**config.mk**
```make
export PLATFORM = sky130hd
export DESIGN_NAME = port_six_bus_control_gpio
export DESIGN_NICKNAME = d
export VERILOG_FILES = /design/src/verilog/port_six_regs.v /design/src/verilog/port_six_pinmux.v /design/src/verilog/port_six_bus_control_gpio.v
export VERILOG_INCLUDE_DIRS = /design/src /design/src/verilog
export SDC_FILE = /design/constraint.sdc
export NUM_CORES = 1
export LEC_CHECK = 0
export BUFFER_PORTS_ARGS = -buffer_cell sky130_fd_sc_hd__buf_2
export CAP_MARGIN = 20
export CORE_MARGIN = 5
export CORE_UTILIZATION = 40
export DETAILED_ROUTE_END_ITERATION = 10
export PLACE_DENSITY = 0.74
export SYNTH_ARGS = -nofsm -noshare
export SYNTH_HDL_FRONTEND = slang
export SYNTH_SLANG_ARGS = --single-unit
```
**constraint.sdc**
```tcl
create_clock -name clk_in -period 2.8 [get_ports clk_in]
set_input_delay 0.14 -clock clk_in [delete_from_list [all_inputs] [get_ports clk_in]]
set_output_delay 0.14 -clock clk_in [all_outputs]
set_load 0.05 [all_outputs]
```
**src/verilog/port_six_consts.vh**
```
// Contract
// - The port has seven two-way pins, 0 to 6, each general I/O or a bus control function.
// - With area 3 set for DRAM, pins 6, 5 and 4 carry the DRAM write or column strobes instead.
// - In expanded modes 1 to 6, pins 6 to 3 drive low write, high write, read and address strobes.
// - In expanded modes, pins 2 to 0 without alternate function follow their direction bits.
// - In single-chip mode 7 every pin is general I/O under its direction bit.
// - The direction register is write-only, reads all ones, and bit 7 is reserved.
// - Reset and hardware standby load direction with 0x80; software standby keeps it.
// - In software standby a pin whose direction bit is 1 keeps driving its output.
// - A data read gives the pin level where direction is 0 and the stored bit where it is 1.
// - Data bit 7 is reserved, ignores writes and reads as one.
// - Reset and hardware standby load data with 0x80; software standby keeps it.
// - In expanded modes pin 3 is the address strobe whatever its direction bit.
// - In expanded modes, pin 0 is general I/O only with wait-disable bits all ones and wait select high 0.
`ifndef PORT_SIX_CONSTS_VH
`define PORT_SIX_CONSTS_VH

// ----------------------------------------------------------------
// Register map
// ----------------------------------------------------------------
`define ADDR_W          16
`define DIR_ADDR        16'hFFC9
`define DATA_ADDR       16'hFFCB
`define REG_RESET       8'h80
`define READ_ALL_ONES   8'hFF
`define RSVD_MASK       8'h80
`define WAIT_EN_ALL     8'hFF

// ----------------------------------------------------------------
// Pin positions
// ----------------------------------------------------------------
`define PIN_N           7
`define PIN_LWR         6
`define PIN_HWR         5
`define PIN_RD          4
`define PIN_ADS         3
`define PIN_ACK         2
`define PIN_REQ         1
`define PIN_WAIT        0
`define MODE_SINGLE     3'h7

`endif

```
**src/verilog/port_six_regs.v**
```verilog
`timescale 1ns/1ps
`include "port_six_consts.vh"

module port_six_regs (
	input  wire                 clk_in,
	input  wire                 rstn_in,
	input  wire                 ce_in,
	input  wire                 hw_standby_in,
	input  wire [`ADDR_W-1:0]   addr_in,
	input  wire [7:0]           wdata_in,
	input  wire                 wr_in,
	output reg  [7:0]           dir_r,
	output reg  [7:0]           dat_r
);

	// ----------------------------------------------------------------
	// Direction and output-value storage
	// ----------------------------------------------------------------
	// Software standby simply does not touch these registers
	always @(posedge clk_in) begin
		if (!rstn_in || hw_standby_in) begin
			dir_r <= `REG_RESET;
			dat_r <= `REG_RESET;
		end else if (ce_in && wr_in) begin
			if (addr_in == `DIR_ADDR) begin
				dir_r <= wdata_in | `RSVD_MASK;
			end else if (addr_in == `DATA_ADDR) begin
				dat_r <= wdata_in | `RSVD_MASK;
			end
		end
	end

endmodule

```
**src/verilog/port_six_pinmux.v**
```verilog
`timescale 1ns/1ps
`include "port_six_consts.vh"

module port_six_pinmux (
	input  wire [2:0]           mode_in,
	input  wire                 dram_area3_in,
	input  wire                 bus_release_enable_bit_in,
	input  wire [7:0]           wait_disable_bits_in,
	input  wire                 wait_mode_select_high_in,
	input  wire [7:0]           dir_in,
	input  wire [7:0]           dat_in,
	input  wire                 low_byte_write_strobe_in,
	input  wire                 high_byte_write_strobe_in,
	input  wire                 read_strobe_in,
	input  wire                 address_strobe_in,
	input  wire                 dram_lower_write_in,
	input  wire                 dram_upper_write_in,
	input  wire                 dram_read_strobe_in,
	input  wire                 bus_release_ack_in,
	output reg  [6:0]           pin_o_nxt,
	output reg  [6:0]           pin_oe_nxt,
	output reg                  req_sel_nxt,
	output reg                  wait_sel_nxt
);

	wire expanded;
	assign expanded = (mode_in != `MODE_SINGLE);

	// ----------------------------------------------------------------
	// Per-pin function selection
	// ----------------------------------------------------------------
	// General I/O default under direction bits, then alternate overrides
	always @* begin
		pin_o_nxt    = dat_in[6:0];
		pin_oe_nxt   = dir_in[6:0];
		req_sel_nxt  = 1'b0;
		wait_sel_nxt = 1'b0;
		if (expanded) begin
			pin_oe_nxt[`PIN_LWR] = 1'b1;
			pin_oe_nxt[`PIN_HWR] = 1'b1;
			pin_oe_nxt[`PIN_RD]  = 1'b1;
			pin_oe_nxt[`PIN_ADS] = 1'b1;
			pin_o_nxt[`PIN_ADS]  = address_strobe_in;
			if (dram_area3_in) begin
				pin_o_nxt[`PIN_LWR] = dram_lower_write_in;
				pin_o_nxt[`PIN_HWR] = dram_upper_write_in;
				pin_o_nxt[`PIN_RD]  = dram_read_strobe_in;
			end else begin
				pin_o_nxt[`PIN_LWR] = low_byte_write_strobe_in;
				pin_o_nxt[`PIN_HWR] = high_byte_write_strobe_in;
				pin_o_nxt[`PIN_RD]  = read_strobe_in;
			end
			if (bus_release_enable_bit_in) begin
				pin_oe_nxt[`PIN_ACK] = 1'b1;
				pin_o_nxt[`PIN_ACK]  = bus_release_ack_in;
				pin_oe_nxt[`PIN_REQ] = 1'b0;
				req_sel_nxt          = 1'b1;
			end
			if (wait_disable_bits_in != `WAIT_EN_ALL || wait_mode_select_high_in) begin
				pin_oe_nxt[`PIN_WAIT] = 1'b0;
				wait_sel_nxt          = 1'b1;
			end
		end
	end

endmodule

```
**src/verilog/port_six_bus_control_gpio.v**
```verilog
// Design decision made here: the plain strobed port.
`timescale 1ns/1ps
`include "port_six_consts.vh"

module port_six_bus_control_gpio (
	input  wire                 clk_in,
	input  wire                 rstn_in,
	input  wire                 ce_in,
	input  wire                 hw_standby_in,
	input  wire [`ADDR_W-1:0]   addr_in,
	input  wire [7:0]           wdata_in,
	input  wire                 wr_in,
	input  wire                 rd_in,
	output reg  [7:0]           rdata_out,
	input  wire [2:0]           mode_in,
	input  wire                 dram_area3_in,
	input  wire                 bus_release_enable_bit_in,
	input  wire [7:0]           wait_disable_bits_in,
	input  wire                 wait_mode_select_high_in,
	input  wire                 low_byte_write_strobe_in,
	input  wire                 high_byte_write_strobe_in,
	input  wire                 read_strobe_in,
	input  wire                 address_strobe_in,
	input  wire                 dram_lower_write_in,
	input  wire                 dram_upper_write_in,
	input  wire                 dram_read_strobe_in,
	input  wire                 bus_release_ack_in,
	input  wire [6:0]           pin_in,
	output reg  [6:0]           pin_out,
	output reg  [6:0]           pin_oe_out,
	output reg                  bus_release_request_out,
	output reg                  wait_request_out
);

	wire [7:0] dir_r;
	wire [7:0] dat_r;
	wire [6:0] pin_o_nxt;
	wire [6:0] pin_oe_nxt;
	wire       req_sel_nxt;
	wire       wait_sel_nxt;
	reg  [7:0] rdata_nxt;

	// ----------------------------------------------------------------
	// Register storage
	// ----------------------------------------------------------------
	// Direction and output value, reset and hardware-standby loaded
	port_six_regs u_regs (
		.clk_in        (clk_in),
		.rstn_in       (rstn_in),
		.ce_in         (ce_in),
		.hw_standby_in (hw_standby_in),
		.addr_in       (addr_in),
		.wdata_in      (wdata_in),
		.wr_in         (wr_in),
		.dir_r         (dir_r),
		.dat_r         (dat_r)
	);

	// ----------------------------------------------------------------
	// Pin function mux
	// ----------------------------------------------------------------
	// Seven pins, each general I/O or a bus control function
	port_six_pinmux u_mux (
		.mode_in                   (mode_in),
		.dram_area3_in             (dram_area3_in),
		.bus_release_enable_bit_in (bus_release_enable_bit_in),
		.wait_disable_bits_in      (wait_disable_bits_in),
		.wait_mode_select_high_in  (wait_mode_select_high_in),
		.dir_in                    (dir_r),
		.dat_in                    (dat_r),
		.low_byte_write_strobe_in  (low_byte_write_strobe_in),
		.high_byte_write_strobe_in (high_byte_write_strobe_in),
		.read_strobe_in            (read_strobe_in),
		.address_strobe_in         (address_strobe_in),
		.dram_lower_write_in       (dram_lower_write_in),
		.dram_upper_write_in       (dram_upper_write_in),
		.dram_read_strobe_in       (dram_read_strobe_in),
		.bus_release_ack_in        (bus_release_ack_in),
		.pin_o_nxt                 (pin_o_nxt),
		.pin_oe_nxt                (pin_oe_nxt),
		.req_sel_nxt               (req_sel_nxt),
		.wait_sel_nxt              (wait_sel_nxt)
	);

	// ----------------------------------------------------------------
	// Read data
	// ----------------------------------------------------------------
	// Direction reads all ones; data mixes pin level and stored bits
	always @* begin
		rdata_nxt = 8'h00;
		if (rd_in && addr_in == `DIR_ADDR) begin
			rdata_nxt = `READ_ALL_ONES;
		end else if (rd_in && addr_in == `DATA_ADDR) begin
			rdata_nxt = {1'b1, (pin_in & ~dir_r[6:0]) | (dat_r[6:0] & dir_r[6:0])};
		end
	end

	// ----------------------------------------------------------------
	// Output flops
	// ----------------------------------------------------------------
	// Pins follow register writes one edge after the write
	always @(posedge clk_in) begin
		if (!rstn_in) begin
			rdata_out               <= 8'h00;
			pin_out                 <= 7'h00;
			pin_oe_out              <= 7'h00;
			bus_release_request_out <= 1'b0;
			wait_request_out        <= 1'b0;
		end else if (ce_in) begin
			rdata_out               <= rdata_nxt;
			pin_out                 <= pin_o_nxt;
			pin_oe_out              <= pin_oe_nxt;
			bus_release_request_out <= req_sel_nxt & pin_in[`PIN_REQ];
			wait_request_out        <= wait_sel_nxt & pin_in[`PIN_WAIT];
		end
	end

endmodule

```
==> results of run 1 <==
==> how the worst max path moves through the flow <==
stage / start / end / slack, ns / cells past startpoint
3_3_place_gp: addr_in[4] / u_regs.dir_r[4] / 1.13 / 5
6_report: addr_in[4] / u_regs.dir_r[6] / 1.43 / 5
4_1_cts: addr_in[4] / u_regs.dir_r[6] / 1.40 / 5
5_1_grt: rstn_in / u_regs.dir_r[4] / 1.30 / 4
3_5_place_dp: addr_in[4] / u_regs.dir_r[6] / 1.09 / 5
2_1_floorplan: addr_in[4] / u_regs.dir_r[0] / 1.41 / 4
==> worst min-delay path, delay by kind of cell <==
| kind | cells | cell delay [ns] |
|---|---|---|
| buffers and inverters | 1 | 0.11 |
| AND/OR/NAND/NOR | 1 | 0.04 |
| AO/OA/AOI/OAI | 1 | 0.05 |
==> cell families after synthesis <==
kind of cell | Yosys count
simple gates | 71
compound gates | 41
flops | 38
mux | 28
buf+inv | 9
==> Yosys cell counts (all sizes together) (3+ instances only) <==
master  number  share of area
a21oi       14          0.041
clkbuf       7          0.015
dfxtp       38           0.44
mux2        14          0.092
mux2i       14          0.081
nand2       22          0.048
nand2b       3          0.011
nand3       11          0.032
nand3b       3          0.013
nand4        3          0.011
nand4b       4          0.020
nor2        12          0.026
nor2b        6          0.022
o21ai       14          0.041
o22ai        7          0.025
==> registers in the layout (all words and copies together), names as in the netlist <==
| name | flops |
|---|---|
| pin_oe_out | 7 |
| rdata_out | 8 |
| u_regs.dat_r | 7 |
| bus_release_request_out | 1 |
| u_regs.dir_r | 7 |
| pin_out | 7 |
| wait_request_out | 1 |
==> layout make-up <==
type | count | area [um^2] | share of cell area
flip-flops and latches | 38 | 761 | 0.340
well taps | 50 | 62.6 | 0.0279
multi-input cells | 140 | 927 | 0.414
repair buffers | 82 | 413 | 0.184
clock buffers | 7 | 76.3 | 0.0341
==> where the power goes <==
part / switching [mW] / internal [mW]
Sequential: 0.00694 / 0.557
Clock: 0.177 / 0.171
Combinational: 0.121 / 0.0737
==> stage by stage <==
| step | power, mW | setup slack [ns] | hold WS [ns] |
|---|---|---|---|
| 2_1_floorplan | 0.699 | 1.41 | 0.280 |
| 3_3_place_gp | 0.768 | 1.13 | 0.404 |
| 6_report | 1.11 | 1.43 | 0.110 |
| 5_1_grt | 1.15 | 1.30 | 0.109 |
| 4_1_cts | 1.12 | 1.40 | 0.105 |
| 3_5_place_dp | 0.772 | 1.09 | 0.409 |
==> per-layer routing <==
metal	global-route usage	vias up
met1	0.201	743
li1	-	840
met3	0.0620	4
met5	0	-
met2	0.269	49
met4	0.0563	0
==> out/results.ini, run 1 <==
[detailed_routing]
vias = 1636
met2_length_um = 2280
wirelength_um = 4700
topRoutingLayerUsed = met4
dr.pass1.iters = 4
wl_met1_um = 1950
drc_errors = 0
first_iter_violations = 92
via_per_inst = 5.16
final_antenna_net_count = 0
met3_length_um = 409
wire_per_inst_um = 14.8

[clocking]
clock-sinks = 38
post-cts-setup-buffers = 0
htree_levels = 2
ctsResizeCount = 0
cts_tree = built
cts_buffer_depth = 2
cts_buffers = 5
path_clk_slew_ns = 0.07
cts_hold_buf = 0
clock_latency_ns = 0.28
root_buffer = clkbuf_8

[logic_synthesis]
yosysSeqAreaShare = 0.442
synth_fa_ha_area_frac = 0
yosys_warnings = 0
syn_inst = 187
ys_seq_elements = 38
synth-edff-count = 0
synthFlopType = dfxtp_1
synth_xor_xnor_area_share = 0
synth.area.mux_share = 0.173
synth-compound-area-share = 0.136
netlist_area_um2 = 1720
synthSimpleGateAreaFrac = 0.229
avgSynthCellArea_um2 = 9.21
ys_types = 29
synth_top_family_by_area = simple AND/OR/NAND/NOR gates
async_flop_share = 0
synth_nets = 246

[place]
place_area_um2 = 2160
gp_congestion = 0.832
dp_hpwl_um = 3580
dp.cells = 310
port_buffers = 81

[timing]
setup_viol = 0
slew_viol_final = 0
tns_ns = 0
finalCritPeriodShare = 0.491
slew_headroom = 0.424
tightestPinTransition_ns = 0.862
rsz0062_at_grt = false
skew_ns = 0.00388
period_minus_slack_ns = 1.37
final-hold-violation-count = 0
fmax_ghz = 0.727

[global_routing]
grt_max_degree = 37
antenna_found_initial = 0
grt_pass1_vias = 1529
grt_pass1_wl_um = 7070
grt_usage = 0.165
grt.overflow.total = 0

[critical_path]
cpPeakStageDelay_ns = 0.51
path_cells = buf_2 -> nand4b_1 -> or3_4 -> nor4_4 -> mux2i_1
reg2reg_from = u_regs.dir_r[4]
crit_buf_inv = 1
cp_top_family = simple AND/OR/NAND/NOR gates
endpoint_kind = register
startpoint_type = primary input
crit_fanout = 7
crit_arrival_ns = 1.58
rrSetupSlack_ns = 1.79
r2r_end = rdata_out[4]
r2r_cells = 3
worstPathRequired_ns = 3.01
cp_slowest_cell = nor4_4
path_class = in2reg

[final_layout]
areaGrowthSynthToFinish_pct = 30.0
layout-drive-gt1-share = 0.390
nets = 326
antenna_cells = 0
final_cells = 317
final_common_cell = buf_2
fillers = 381
layout_common_cells = 81 x buf_2, 38 x dfxtp_1, 22 x nand2_1
final_cell_area_um2 = 2240
post-route-util = 0.548

[floorplanning]
die_h_um = 75.6
die_w_um = 75.6
die_area_um2 = 5720
boundaryPins = 83
start_util = 0.422
core_area_um2 = 4090
rows = 23

[power]
p_per_area_nw_per_um2 = 494
leakagePower_nw = 0.988
ir_worst_vdd_v = 0.000300

[run]
drv_cap = 0

[worst_hold_path]
whs_path_depth = 3
whs_endpoint = wait_request_out
hold_class = in2reg
hold_start = pin_in[0]

[run_status]
status = finished, final reports clean

Power figures use the tool's default switching activity.
==> run 2, diff against run 1 <==
Settings changed: PLACE_DENSITY 0.74 to 0.77.
Clock period 2.8 ns to 1.15 ns, I/O delays scaled along.
==> run 2 against run 1 <==
Global-route usage grew 1.4 points. Non-clock buffer count increased by 11. Hold slack worse by 0.090 ns. Combinational power increased to 2.6 times the previous value. Sequential share of layout area fell by 1.6 points.
==> out/results.ini, run 2 (synthesis gave the netlist of run 1 again) <==
[final_layout]
nets = 337  ; was 326
regArea_um2 = 761  ; unchanged
regMostFlops = rdata_out  ; unchanged
largest_reg_flops = 8  ; unchanged
layout-drive-gt1-share = 0.419  ; was 0.390
final_common_cell = buf_2  ; unchanged
post-route-util = 0.575  ; was 0.548
areaGrowthSynthToFinish_pct = 36.4  ; was 30.0%
multiInputGateArea_um2 = 927  ; unchanged
layout_common_cells = 81 x buf_2, 38 x dfxtp_1, 22 x nand2_1  ; unchanged
antenna_cells = 0  ; unchanged
fillers = 372  ; was 381

[floorplanning]
die_area_um2 = 5720  ; unchanged
rows = 23  ; unchanged
start_util = 0.422  ; unchanged
die_h_um = 75.6  ; unchanged
die_w_um = 75.6  ; unchanged
boundaryPins = 83  ; unchanged
core_area_um2 = 4090  ; unchanged

[detailed_routing]
dr.pass1.iters = 4  ; unchanged
wire_per_inst_um = 15.2  ; was 14.8 um
drc_errors = 0  ; unchanged
first_iter_violations = 88  ; was 92
wirelength_um = 4990  ; was 4700 um
vias = 1725  ; was 1636
final_antenna_net_count = 0  ; unchanged
via_per_inst = 5.24  ; was 5.16

[run_status]
status = finished, final reports clean  ; unchanged

[run]
drv_cap = 0  ; unchanged

[global_routing]
grt.overflow.total = 0  ; unchanged
grt_usage = 0.179  ; was 0.165
grt_max_degree = 21  ; was 37
antenna_found_initial = 0  ; unchanged
grt_pass1_vias = 1726  ; was 1529
grt_pass1_wl_um = 7760  ; was 7070 um

[critical_path]
crit_fanout = 7  ; unchanged
path_class = in2reg  ; unchanged
worstPathRequired_ns = 1.37  ; was 3.01 ns
crit_arrival_ns = 1.33  ; was 1.58 ns
startpoint_type = primary input  ; unchanged
rrSetupSlack_ns = 0.17  ; was 1.79 ns
endpoint_kind = register  ; unchanged

[timing]
setup_slack_ns = 0.0424  ; was 1.43 ns
period_minus_slack_ns = 1.11
slew_headroom = 0.722  ; was 0.424
slew_viol_final = 0  ; unchanged
skew_ns = 0.00702  ; was 0.00388 ns
fmax_ghz = 0.903
tightestPinTransition_ns = 0.412  ; was 0.862 ns
tns_ns = 0  ; unchanged
setup_viol = 0  ; unchanged
finalCritPeriodShare = 0.963
rsz0062_at_grt = false  ; unchanged
final-hold-violation-count = 0  ; unchanged

[clocking]
ctsResizeCount = 0  ; unchanged
clock_latency_ns = 0.29  ; was 0.28 ns
cts_buffer_depth = 2  ; unchanged
clock-sinks = 38  ; unchanged
path_clk_slew_ns = 0.08  ; was 0.07 ns
root_buffer = clkbuf_8  ; unchanged
cts_hold_buf = 0  ; unchanged
post-cts-setup-buffers = 0  ; unchanged
htree_levels = 2  ; unchanged
cts_buffers = 5  ; unchanged
cts_tree = built  ; unchanged

[place]
port_buffers = 81  ; unchanged
dp_hpwl_um = 3850  ; was 3580 um
dp_slack_ns = -0.246  ; was 1.09 ns
gp_congestion = 0.891  ; was 0.832

[power]
leakagePower_nw = 1.06  ; was 0.988 nW
power_mw = 2.82  ; was 1.11 mW
ir_worst_vdd_v = 0.000682  ; was 0.000300 V
p_per_area_nw_per_um2 = 1200  ; was 494 nW/um^2

[worst_hold_path]
hold_class = in2reg  ; unchanged

## run 2: changes by cell type in the layout (fill, tap and decap cells not counted), sizes merged
cell / previous run / this run
buf: 82 / 93
clkinv: 0 / 1
## run 2: stage by stage
| stage | instance area, um^2 | hold slack, ns | cells |
|---|---|---|---|
| after floorplan | 1720 | 0.197 | 187 |
| after global placement | 2260 | 0.318 | 321 |
| after detailed placement | 2260 | 0.325 | 321 |
| after CTS | 2350 | 0.0127 | 329 |
| after global routing | 2350 | 0.0197 | 329 |
| final | 2350 | 0.0195 | 329 |
## run 2: layout make-up
class,count,share of cell area
sequential,38,0.324
timing repair buffer,93,0.216
clock buffer,7,0.0367
clock inverter,1,0.00213
multi-input combinational,140,0.395
tap,50,0.0266
## run 2: worst paths after layout
path                                start                 endpoint  cells past startpoint
setup / recovery               addr_in[4]          u_regs.dir_r[2]                      6
hold / removal                  pin_in[0]         wait_request_out                      3
setup reg to reg          u_regs.dir_r[4]             rdata_out[4]                      3
hold reg to reg   bus_release_request_out  bus_release_request_out                      2
## run 2: critical path, stage by stage
cell and delay [ns]:
buf_2 0.10, nand4b_1 0.21, or3_4 0.42, nor4_4 0.13, buf_4 0.22, mux2i_1 0.19
## run 2: where the power goes
group	internal (mW)	switching (mW)	total, mW
Clock	0.484	0.459	0.942
Combinational	0.200	0.306	0.506
Sequential	1.36	0.0173	1.37
Total	2.04	0.782	2.82
## run 2: layer usage
metal,global-route usage,part of all wire,vias to the layer above
li1,-,-,862
met1,0.208,0.41,793
met2,0.314,0.49,60
met3,0.0567,0.085,10
met4,0.0563,0.013,0
met5,0,0,-
==> run 3, diff against run 2 <==
--- a/config.mk
+++ b/config.mk
@@ -13,4 +13,5 @@
 export DETAILED_ROUTE_END_ITERATION = 10
 export PLACE_DENSITY = 0.77
+export RECOVER_POWER = 50
 export SYNTH_ARGS = -nofsm -noshare
 export SYNTH_HDL_FRONTEND = slang
==> constraint.sdc (replaced) <==
create_clock -name clk_in -period 1.15 [get_ports clk_in]
set_input_delay 0.115 -clock clk_in [delete_from_list [all_inputs] [get_ports clk_in]]
set_output_delay 0.115 -clock clk_in [all_outputs]
set_load 0.05 [all_outputs]
==> run 3 against run 2 <==
Non-clock buffer count is 2 higher. Highest routed layer unchanged. Critical path type unchanged. Combinational power is 1% lower. Clock skew down 0.0058 ns. Critical path depth stayed put. Via count rose by 0.17%. Clock power shrank 9.9%. Sequential cell count is the same.
==> out/results.ini, run 3 (synthesis gave the netlist of run 1 again) <==
[final_layout]
layout_common_cells = 79 x buf_2, 38 x dfxtp_1, 22 x nand2_1  ; was 81 x buf_2, 38 x dfxtp_1, 22 x nand2_1
post-route-util = 0.571  ; was 0.575
final_common_cell = buf_2  ; unchanged
antenna_cells = 0  ; unchanged
layout-drive-gt1-share = 0.407  ; was 0.419
regMostFlops = rdata_out  ; unchanged
nets = 339  ; was 337
largest_reg_flops = 8  ; unchanged
areaGrowthSynthToFinish_pct = 35.4  ; was 36.4%

[global_routing]
grt_usage = 0.175  ; was 0.179
grt_pass1_wl_um = 7570  ; was 7760 um
grt_max_degree = 21  ; unchanged
grt.overflow.total = 0  ; unchanged
antenna_found_initial = 0  ; unchanged
grt_pass1_vias = 1713  ; was 1726

[worst_hold_path]
hold_start = wdata_in[4]  ; was pin_in[0]
hold_class = in2reg  ; unchanged

[place]
gp_congestion = 0.884  ; was 0.891
port_buffers = 81  ; unchanged
dp_hpwl_um = 3720  ; was 3850 um

[detailed_routing]
first_iter_violations = 30  ; was 88
wire_per_inst_um = 14.8  ; was 15.2 um
wirelength_um = 4880  ; was 4990 um
via_per_inst = 5.24  ; about the same
dr.pass1.iters = 4  ; unchanged
final_antenna_net_count = 0  ; unchanged
vias = 1728  ; was 1725
drc_errors = 0  ; unchanged

[power]
power_switching_share = 0.277  ; about the same
sequentialPowerShare = 0.504  ; was 0.487
power_mw = 2.72  ; was 2.82 mW
p_per_area_nw_per_um2 = 1170  ; was 1200 nW/um^2
clkPwrFrac = 0.312  ; was 0.334
ir_worst_vdd_v = 0.000626  ; was 0.000682 V
p_comb_frac = 0.184  ; was 0.179
leakagePower_nw = 1.04  ; was 1.06 nW
p_int_mw = 1.97  ; was 2.04 mW
switchingPower_mw = 0.753  ; was 0.782 mW

[timing]
period_minus_slack_ns = 1.14  ; was 1.11 ns
skew_ns = 0.00118  ; was 0.00702 ns
finalCritPeriodShare = 0.991  ; was 0.963
final-hold-violation-count = 0  ; unchanged
slew_viol_final = 0  ; unchanged
slew_headroom = 0.611  ; was 0.722
rsz0062_at_grt = true  ; was false
tightestPinTransition_ns = 0.584  ; was 0.412 ns
fmax_ghz = 0.877  ; was 0.903 GHz
setup_viol = 0  ; unchanged

[critical_path]
cp_common_cell = buf_6
path_class = in2reg  ; unchanged
startpoint_type = primary input  ; unchanged
crit_buf_inv = 2  ; unchanged
cp_slowest_cell = or3_4  ; unchanged
crit_arrival_ns = 1.36  ; was 1.33 ns
cp_top_family = simple AND/OR/NAND/NOR gates  ; unchanged
endpoint_kind = register  ; unchanged
reg2reg_from = u_regs.dir_r[4]  ; unchanged
startpoint = addr_in[5]  ; was addr_in[4]
cpPeakStageDelay_ns = 0.42  ; about the same
crit_fanout = 7  ; unchanged
worstPathRequired_ns = 1.37  ; about the same
path_cells = buf_6 -> nand4b_1 -> or3_4 -> nor4_4 -> buf_6 -> mux2i_1  ; was buf_2 -> nand4b_1 -> or3_4 -> nor4_4 -> buf_4 -> mux2i_1

[floorplanning]
core_area_um2 = 4090  ; unchanged
die_area_um2 = 5720  ; unchanged
boundaryPins = 83  ; unchanged
start_util = 0.422  ; unchanged
die_h_um = 75.6  ; unchanged
rows = 23  ; unchanged
die_w_um = 75.6  ; unchanged

[clocking]
root_buffer = clkbuf_8  ; unchanged
cts_hold_buf = 0  ; unchanged
cts_buffer_depth = 2  ; unchanged
clock-sinks = 38  ; unchanged
path_clk_slew_ns = 0.07  ; was 0.08 ns
htree_levels = 2  ; unchanged
cts_buffers = 5  ; unchanged
clock_latency_ns = 0.28  ; was 0.29 ns
cts_tree = built  ; unchanged

[run]
drv_cap = 0  ; unchanged

[run_status]
status = finished, final reports clean  ; unchanged

[run 3: cell count changes in the layout (fill, tap and decap cells not counted), sizes merged]
cell	change
clkbuf	+5
clkinv	-1
buf	-3
[run 3: worst min-delay path, stage by stage]
cell and delay [ns]:
buf_2 0.10, nand2_1 0.05, mux2i_1 0.05
[run 3: cell type report]
class | count | area (um^2)
fillers | 385 | 1750
multi-input cells | 140 | 927
flip-flops and latches | 38 | 761
repair buffers | 95 | 507
clock buffers | 7 | 76.3
well taps | 50 | 62.6
[run 3: timing repair]
item / in CTS / in global routing
hold endpoints to repair: 0 / 0
endpoints found under the setup margin: 0 / 7
buffers inserted: 0 / 1
gates resized for setup: 0 / 2
[run 3: final timing paths]
kind                                         to  slack [ns]  cells past startpoint
worst max-delay path            u_regs.dir_r[2]        0.01                      6
worst min-delay path            u_regs.dir_r[4]        0.09                      3
worst max register to register     rdata_out[4]        0.15                      3
worst min register to register  u_regs.dir_r[3]        0.48                      2
[run 3: power by group through the flow]
stage / Sequential, mW / Clock, mW / Combinational, mW
floorplan: 1.54 / 0 / 0.160
global placement: 1.40 / 0 / 0.495
detailed placement: 1.40 / 0 / 0.502
CTS: 1.37 / 0.874 / 0.504
global route: 1.38 / 0.909 / 0.542
finish: 1.37 / 0.849 / 0.501
[run 3: through the flow]
stage | instances | worst slack (ns) | setup TNS [ns] | area, um^2 | hold slack [ns]
global route | 330 | -0.0862 | -0.474 | 2330 | 0.0878
detailed placement | 322 | -0.302 | -3.51 | 2250 | 0.381
floorplan | 187 | -0.213 | -1.49 | 1720 | 0.255
finish | 330 | 0.00996 | 0 | 2330 | 0.0852
CTS | 329 | 0.0100 | 0 | 2330 | 0.0732
global placement | 322 | -0.230 | -2.73 | 2250 | 0.375
[run 3: per-layer routing]
| layer | global-route usage | part of all wire | up-vias |
|---|---|---|---|
| met4 | 0.0835 | 0.037 | 0 |
| met1 | 0.212 | 0.43 | 791 |
| met2 | 0.283 | 0.46 | 54 |
| met5 | 0 | 0 | - |
| met3 | 0.0541 | 0.069 | 18 |
| li1 | - | - | 865 |
